$ cat config.mk
export PLATFORM = sky130hd
export DESIGN_NAME = sld_stall_load_detector
export DESIGN_NICKNAME = d
export VERILOG_FILES = /design/src/rtl/sld_pkg.sv /design/src/rtl/sld_stall_load_detector.sv
export SDC_FILE = /design/constraint.sdc
export NUM_CORES = 1
export LEC_CHECK = 0
export BUFFER_PORTS_ARGS = -buffer_cell sky130_fd_sc_hd__buf_2
export CAP_MARGIN = 20
export CORE_MARGIN = 2
export CORE_UTILIZATION = 55
export DETAILED_ROUTE_END_ITERATION = 12
export PLACE_DENSITY = 0.95
export REMOVE_ABC_BUFFERS = 1
export SLEW_MARGIN = 30
export SYNTH_ARGS = -nofsm -noshare
export SYNTH_HDL_FRONTEND = slang
export SYNTH_SLANG_ARGS = --single-unit
export TNS_END_PERCENT = 30
$ cat constraint.sdc
create_clock -name mclk -period 3.6 [get_ports mclk]
set_input_delay 0.36 -clock mclk [delete_from_list [all_inputs] [get_ports mclk]]
set_output_delay 0.36 -clock mclk [all_outputs]
set_load 0.02 [all_outputs]
$ cat src/rtl/sld_pkg.sv
// Purpose: Shared constants for the stall load detector.
// Assumes: Byte addressed Avalon-MM register window of five 32-bit words.
// Notes: Offsets are byte addresses; each register takes one aligned word.
`default_nettype none
package sld_pkg;
    localparam int ADDR_W = 5;
    localparam int POS_W = 10;
    localparam int SAMPLE_W = 8;
    localparam int LOAD_W = 10;
    localparam int THR_W = 8;
    localparam int VEL_W = 20;

    localparam logic [ADDR_W-1:0] OFS_STALL_THR = 5'h00;
    localparam logic [ADDR_W-1:0] OFS_LOW_VEL_THR = 5'h04;
    localparam logic [ADDR_W-1:0] OFS_LOAD_RESULT = 5'h08;
    localparam logic [ADDR_W-1:0] OFS_STATUS = 5'h0C;
    localparam logic [ADDR_W-1:0] OFS_STEP_INT = 5'h10;

    localparam logic [THR_W-1:0] RST_STALL_THR = 8'h00;
    localparam logic [VEL_W-1:0] RST_LOW_VEL_THR = 20'h0_0000;
    localparam logic [LOAD_W-1:0] RST_LOAD_RESULT = 10'h000;

    // Low byte of the microstep position at every half step point.
    localparam logic [7:0] HALF_STEP_LOW = 8'h80;
    // Microstep position at which the index pulse is issued.
    localparam logic [POS_W-1:0] INDEX_POS = 10'h080;

    localparam int ST_GATE_BIT = 0;
    localparam int ST_STALL_BIT = 1;
    localparam int ST_QUIET_BIT = 2;

    localparam logic [31:0] READ_ZERO = 32'h0000_0000;
endpackage
`default_nettype wire

$ cat src/rtl/sld_stall_load_detector.sv
// Purpose: Per full step load result refresh, stall compare and diagnostic pulse.
// Assumes: Position, sample, mode and step interval inputs come from mclk logic.
// Notes: Registers sit behind an Avalon-MM slave with one wait state.
// Function
// - A stall is seen when the load result is below twice the stall threshold.
// - The load result spans 0 to 510, higher meaning lighter load.
// - A larger stall threshold flags a stall at lower torque.
// - The load result refreshes once per full step, at each half step position.
// - One refresh falls on the position where the index pulse is issued.
// - A stall gives a pulse on the diagnostic output, not a level.
// - The pulse is enabled only in quiet chopper mode with threshold at or above interval.
// - The load measurement has eight bits of effective resolution.
`default_nettype none
module sld_stall_load_detector (
    input wire logic mclk,
    input wire logic resetn,
    input wire logic [sld_pkg::ADDR_W-1:0] avs_address,
    input wire logic avs_read,
    input wire logic avs_write,
    input wire logic [31:0] avs_writedata,
    input wire logic [3:0] avs_byteenable,
    output logic [31:0] avs_readdata,
    output logic avs_waitrequest,
    input wire logic [sld_pkg::POS_W-1:0] microstep_pos,
    input wire logic [sld_pkg::SAMPLE_W-1:0] load_sample,
    input wire logic quiet_voltage_chopper_mode,
    input wire logic [sld_pkg::VEL_W-1:0] step_interval,
    output logic index_pulse,
    output logic load_refresh,
    output logic diagnostic_output
);
    import sld_pkg::*;

    logic [POS_W-1:0] pos_ff;
    logic [POS_W-1:0] nxt_pos;
    logic [LOAD_W-1:0] load_result_ff;
    logic [LOAD_W-1:0] nxt_load_result;
    logic diagnostic_output_ff;
    logic nxt_diagnostic_output;
    logic index_ff;
    logic nxt_index;
    logic refresh_ff;
    logic nxt_refresh;
    logic stall_seen_ff;
    logic nxt_stall_seen;

    logic [THR_W-1:0] stall_threshold_ff;
    logic [THR_W-1:0] nxt_stall_threshold;
    logic [VEL_W-1:0] low_velocity_threshold_ff;
    logic [VEL_W-1:0] nxt_low_velocity_threshold;
    logic ack_ff;
    logic nxt_ack;
    logic [31:0] rdata_ff;
    logic [31:0] nxt_rdata;

    logic pos_moved;
    logic at_half_step;
    logic refresh_now;
    logic [LOAD_W-1:0] new_load;
    logic [LOAD_W-1:0] doubled_thr;
    logic stall_gate;
    logic is_stall;
    logic req;
    logic [31:0] wmerge_thr;
    logic [31:0] wmerge_vel;

    function automatic logic [31:0] merge_bytes(
        input logic [31:0] old_val,
        input logic [31:0] new_val,
        input logic [3:0] be
    );
        logic [31:0] res;
        res = old_val;
        for (int i = 0; i < 4; i++) begin
            if (be[i]) begin
                res[i*8 +: 8] = new_val[i*8 +: 8];
            end
        end
        return res;
    endfunction

    // Measurement path.
    always_comb begin
        nxt_pos = microstep_pos;
        pos_moved = (microstep_pos != pos_ff);
        at_half_step = (microstep_pos[7:0] == HALF_STEP_LOW);
        // The low eight position bits hit the half step value once per 256 microsteps.
        refresh_now = pos_moved && at_half_step;
        // A sample only ever holds 8 bits; the doubled value keeps the 0 to 510 span.
        new_load = {1'b0, load_sample, 1'b0};
        doubled_thr = {1'b0, stall_threshold_ff, 1'b0};
        stall_gate = quiet_voltage_chopper_mode
            && (low_velocity_threshold_ff >= step_interval);
        is_stall = (new_load < doubled_thr);
        nxt_load_result = load_result_ff;
        nxt_stall_seen = stall_seen_ff;
        nxt_diagnostic_output = 1'b0;
        nxt_refresh = refresh_now;
        // The index point is itself a half step point, so it refreshes as well.
        nxt_index = pos_moved && (microstep_pos == INDEX_POS);
        if (refresh_now) begin
            nxt_load_result = new_load;
            nxt_stall_seen = is_stall;
            // One cycle pulse per refresh, even while the stall persists.
            nxt_diagnostic_output = is_stall && stall_gate;
        end
    end

    always_ff @(posedge mclk) begin
        if (!resetn) begin
            // Track the position through reset so that release never looks like an arrival.
            pos_ff <= nxt_pos;
            load_result_ff <= RST_LOAD_RESULT;
            diagnostic_output_ff <= 1'b0;
            index_ff <= 1'b0;
            refresh_ff <= 1'b0;
            stall_seen_ff <= 1'b0;
        end else begin
            pos_ff <= nxt_pos;
            load_result_ff <= nxt_load_result;
            diagnostic_output_ff <= nxt_diagnostic_output;
            index_ff <= nxt_index;
            refresh_ff <= nxt_refresh;
            stall_seen_ff <= nxt_stall_seen;
        end
    end

    // Register slave. A request is answered one cycle after it appears, which keeps
    // read data registered at the cost of one wait state per access.
    always_comb begin
        req = avs_read || avs_write;
        nxt_ack = req && !ack_ff;
        nxt_rdata = rdata_ff;
        nxt_stall_threshold = stall_threshold_ff;
        nxt_low_velocity_threshold = low_velocity_threshold_ff;
        wmerge_thr = merge_bytes({24'h00_0000, stall_threshold_ff}, avs_writedata,
            avs_byteenable);
        wmerge_vel = merge_bytes({12'h000, low_velocity_threshold_ff}, avs_writedata,
            avs_byteenable);
        if (nxt_ack && avs_read) begin
            case (avs_address[ADDR_W-1:2])
                OFS_STALL_THR[ADDR_W-1:2]: begin
                    nxt_rdata = {24'h00_0000, stall_threshold_ff};
                end
                OFS_LOW_VEL_THR[ADDR_W-1:2]: begin
                    nxt_rdata = {12'h000, low_velocity_threshold_ff};
                end
                OFS_LOAD_RESULT[ADDR_W-1:2]: begin
                    nxt_rdata = {22'h00_0000, load_result_ff};
                end
                OFS_STATUS[ADDR_W-1:2]: begin
                    nxt_rdata = READ_ZERO;
                    nxt_rdata[ST_GATE_BIT] = stall_gate;
                    nxt_rdata[ST_STALL_BIT] = stall_seen_ff;
                    nxt_rdata[ST_QUIET_BIT] = quiet_voltage_chopper_mode;
                end
                OFS_STEP_INT[ADDR_W-1:2]: begin
                    nxt_rdata = {12'h000, step_interval};
                end
                default: begin
                    nxt_rdata = READ_ZERO;
                end
            endcase
        end
        if (ack_ff && avs_write) begin
            case (avs_address[ADDR_W-1:2])
                OFS_STALL_THR[ADDR_W-1:2]: begin
                    nxt_stall_threshold = wmerge_thr[THR_W-1:0];
                end
                OFS_LOW_VEL_THR[ADDR_W-1:2]: begin
                    nxt_low_velocity_threshold = wmerge_vel[VEL_W-1:0];
                end
                default: begin
                    nxt_stall_threshold = stall_threshold_ff;
                end
            endcase
        end
    end

    always_ff @(posedge mclk) begin
        if (!resetn) begin
            ack_ff <= 1'b0;
            rdata_ff <= READ_ZERO;
            stall_threshold_ff <= RST_STALL_THR;
            low_velocity_threshold_ff <= RST_LOW_VEL_THR;
        end else begin
            ack_ff <= nxt_ack;
            rdata_ff <= nxt_rdata;
            stall_threshold_ff <= nxt_stall_threshold;
            low_velocity_threshold_ff <= nxt_low_velocity_threshold;
        end
    end

    assign avs_waitrequest = !ack_ff;
    assign avs_readdata = rdata_ff;
    assign diagnostic_output = diagnostic_output_ff;
    // One-cycle strobes at the ports only; the status register does not show them.
    assign index_pulse = index_ff;
    assign load_refresh = refresh_ff;
endmodule
`default_nettype wire

==> results.txt <==
Least-Margin Pin Slew: 0.774 ns
Critical Path RT: 3.83 ns
Routed Antenna Nets: 0
Starting Density: 57.3%
EDFF count, synth: 0
CP max-delay cell: dfxtp_1
Arr. time, crit path: 2.18 ns
Core Area: 0.00639 mm^2
Root Buffer: clkbuf_8
Hold buffer count at CTS: 0
Crit-path max cell delay: 0.40 ns
Post-synth cell types: 45
First-pass GRT wire length: 15,800 um
Final hold violation count: 0
Crit path launch type: flip-flop
Initial antenna violation count: 0
Fmax: 0.513 GHz
Setup WS post-layout: 1.65 ns
CTS H-Tree Depth: 3
Clock Pin Slew Worst Setup and Hold Paths: 0.08 ns
Largest net degree at the start of global routing: 36
Slew headroom: 48.0%
GRT Residual Overflow: 0
Overall Power: 1.92 mW
PD cells: 437 mW/mm^2
Sequential area share after synthesis: 38.9%
Synthesis-stage register bit count: 71
Die height: 85.6 um
DIE WIDTH: 85.6 um
Number of max-cap violations: 0
Routability cong.: 0.898
Nature of the critical path endpoint: flip-flop
Routed len/inst: 16.9 um
Total negative slack: 0 ns
DRT Pass-1 Iters: 5
Clock Sinks: 71
Clk buf depth: 2
Endpoints failing setup: 0
Mean post-synth cell area: 8.88 um^2
Worst-skew pair later-pin latency: 0.34 ns
Ys Warns: 0
All-layer global routing usage: 27.4%
Worst vdd ir: 0.414 mV
Via/cell ratio: 5.88
Postcts setup bufs: 0
Slew Viols, Final: 0
I/O Buffers: 92
Asr flop ratio synth: 0%
Mapped Cells: 412
CP Cell Sequence: ha_1 -> a211oi_1 -> nor2_1 -> a2111oi_2 -> nor3_1 -> o31a_1
CTS tree: built
HP Class: input pin to flip-flop
Hpwl dp: 6990 um
Final Util: 68.8%
Filler instances: 453
Clock skew: 0.00733 ns
Leak: 2.04 nW
Initial DRC Count: 260
Site Rows: 29
RSZ-0062 raised after global routing: false
Fin crit share: 54.2%
Crit path max fanout: 3
Final wirelength: 9770 um
Status: finished clean
Area growth syn-to-layout: 20.1%
Antenna fix cells: 0
WS Path Type: flip-flop to flip-flop
Die Area: 0.00732 mm^2
I/O pin count: 120
Post-CTS resize count: 0
CTS buffer count: 9
Number of remaining DRC errors: 0
Nets@finish: 609
Routed via count: 3,405
Min Clock Period, post-route: 1.95 ns
Dpl ws: 1.35 ns
Cell area after synthesis: 0.00366 mm^2
Ys flop type: dfxtp_1
Vias in the first global route: 3,371
Layout cell share with drive strength beyond 1: 23.9%
-- cell type report --
class                           instances  area, um^2  share of cell area [%]
Clock buffer                            9         124                    2.82
Clock inverter                          6         158                    3.59
Inverter                               30         113                    2.56
Multi-Input combinational cell        289        1980                    45.2
Sequential cell                        71        1420                    32.3
Tap cell                               77        96.3                    2.19
Timing Repair Buffer                   97         498                    11.3
-- cell usage after synthesis, types with 2 or more instances --
library cell,n,area share [%]
nor2_1,61,6.3
nand2_1,23,2.4
o31a_1,2,0.48
o21ai_0,7,0.96
ha_1,27,9.2
nor4_1,3,0.51
a2bb2oi_1,5,1.2
clkbuf_1,12,1.2
buf_2,6,0.82
and4_1,2,0.48
a22oi_1,14,2.9
nor2b_1,6,1.0
a21o_1,3,0.62
nand2b_1,2,0.34
nand3_1,13,1.8
a21oi_1,25,3.4
inv_1,30,3.1
a211oi_1,8,1.6
buf_4,14,2.9
dfxtp_1,71,39
a22o_1,11,2.6
mux2i_1,30,8.2
nand4_1,2,0.34
xor2_1,10,2.4
nor3_1,4,0.55
o211ai_1,2,0.41
-- logic make-up after synthesis --
kind of cell    share of synthesized area [%]
fa+ha+maj                                9.23
xor+xnor                                 2.39
mux                                      9.13
compound gates                           16.1
buf+inv                                  8.11
simple gates                             16.1
other cells                             0.103
flops                                    38.9
-- metrics by stage --
| stage | cells | hold slack [ns] | cell area [um^2] |
|---|---|---|---|
| 4_1_cts | 579 | 0.144 | 4390 |
| 3_5_place_dp | 564 | 0.470 | 4110 |
| 3_3_place_gp | 564 | 0.459 | 4110 |
| 5_1_grt | 579 | 0.145 | 4390 |
| 6_report | 579 | 0.153 | 4390 |
| 2_1_floorplan | 390 | 0.388 | 3520 |
-- critical path: cells and delay by family (launching register included) --
| kind | cells | cell delay, ns |
|---|---|---|
| AOI/OAI and AO/OA | 3 | 0.93 |
| and+or+nand+nor | 2 | 0.22 |
| adders and majority gates | 1 | 0.29 |
| DFF | 1 | 0.40 |
-- path summary, 6_finish.rpt --
path | startpoint | endpoint | slack [ns] | cells after the start
min reg2reg | ack_ff$_SDFF_PN0_ | ack_ff$_SDFF_PN0_ | 0.48 | 1
max reg2reg | low_velocity_threshold_ff[5]$_SDFFE_PN0P_ | avs_readdata[0]$_SDFFE_PN0P_ | 1.65 | 6
max | low_velocity_threshold_ff[5]$_SDFFE_PN0P_ | avs_readdata[0]$_SDFFE_PN0P_ | 1.65 | 6
min | microstep_pos[2] | pos_ff[2]$_DFF_P_ | 0.15 | 1
-- layer usage --
layer,part of all wire (%),wire length [um],track usage (%)
met3,6.5,633,5.87
met4,4.2,411,12.6
met5,0,0,0
met1,41,3990,32.9
met2,48,4740,46.8
-- sequential cells by signal, summed over array words and instances (netlist names), 8 cells and up --
register                   cells
avs_readdata                  20
load_result_ff                 8
stall_threshold_ff             8
pos_ff                        10
low_velocity_threshold_ff     20
-- placed cells by master, fill, tap and decap left out, drive strengths merged, types with 12 or more instances in the layout --
| master | count |
|---|---|
| nand2 | 23 |
| inv | 30 |
| buf | 97 |
| conb | 12 |
| nand3 | 13 |
| mux2i | 30 |
| a22oi | 14 |
| ha | 27 |
| nor2 | 61 |
| a21oi | 25 |
| dfxtp | 71 |
-- power breakdown --
group	switching (mW)	internal [mW]	leakage (nW)	total (mW)
clock network	0.301	0.597	0.136	0.898
logic	0.132	0.0808	1.33	0.212
registers	0.00948	0.802	0.578	0.812
Note: power is estimated with default switching activity, not from simulation.
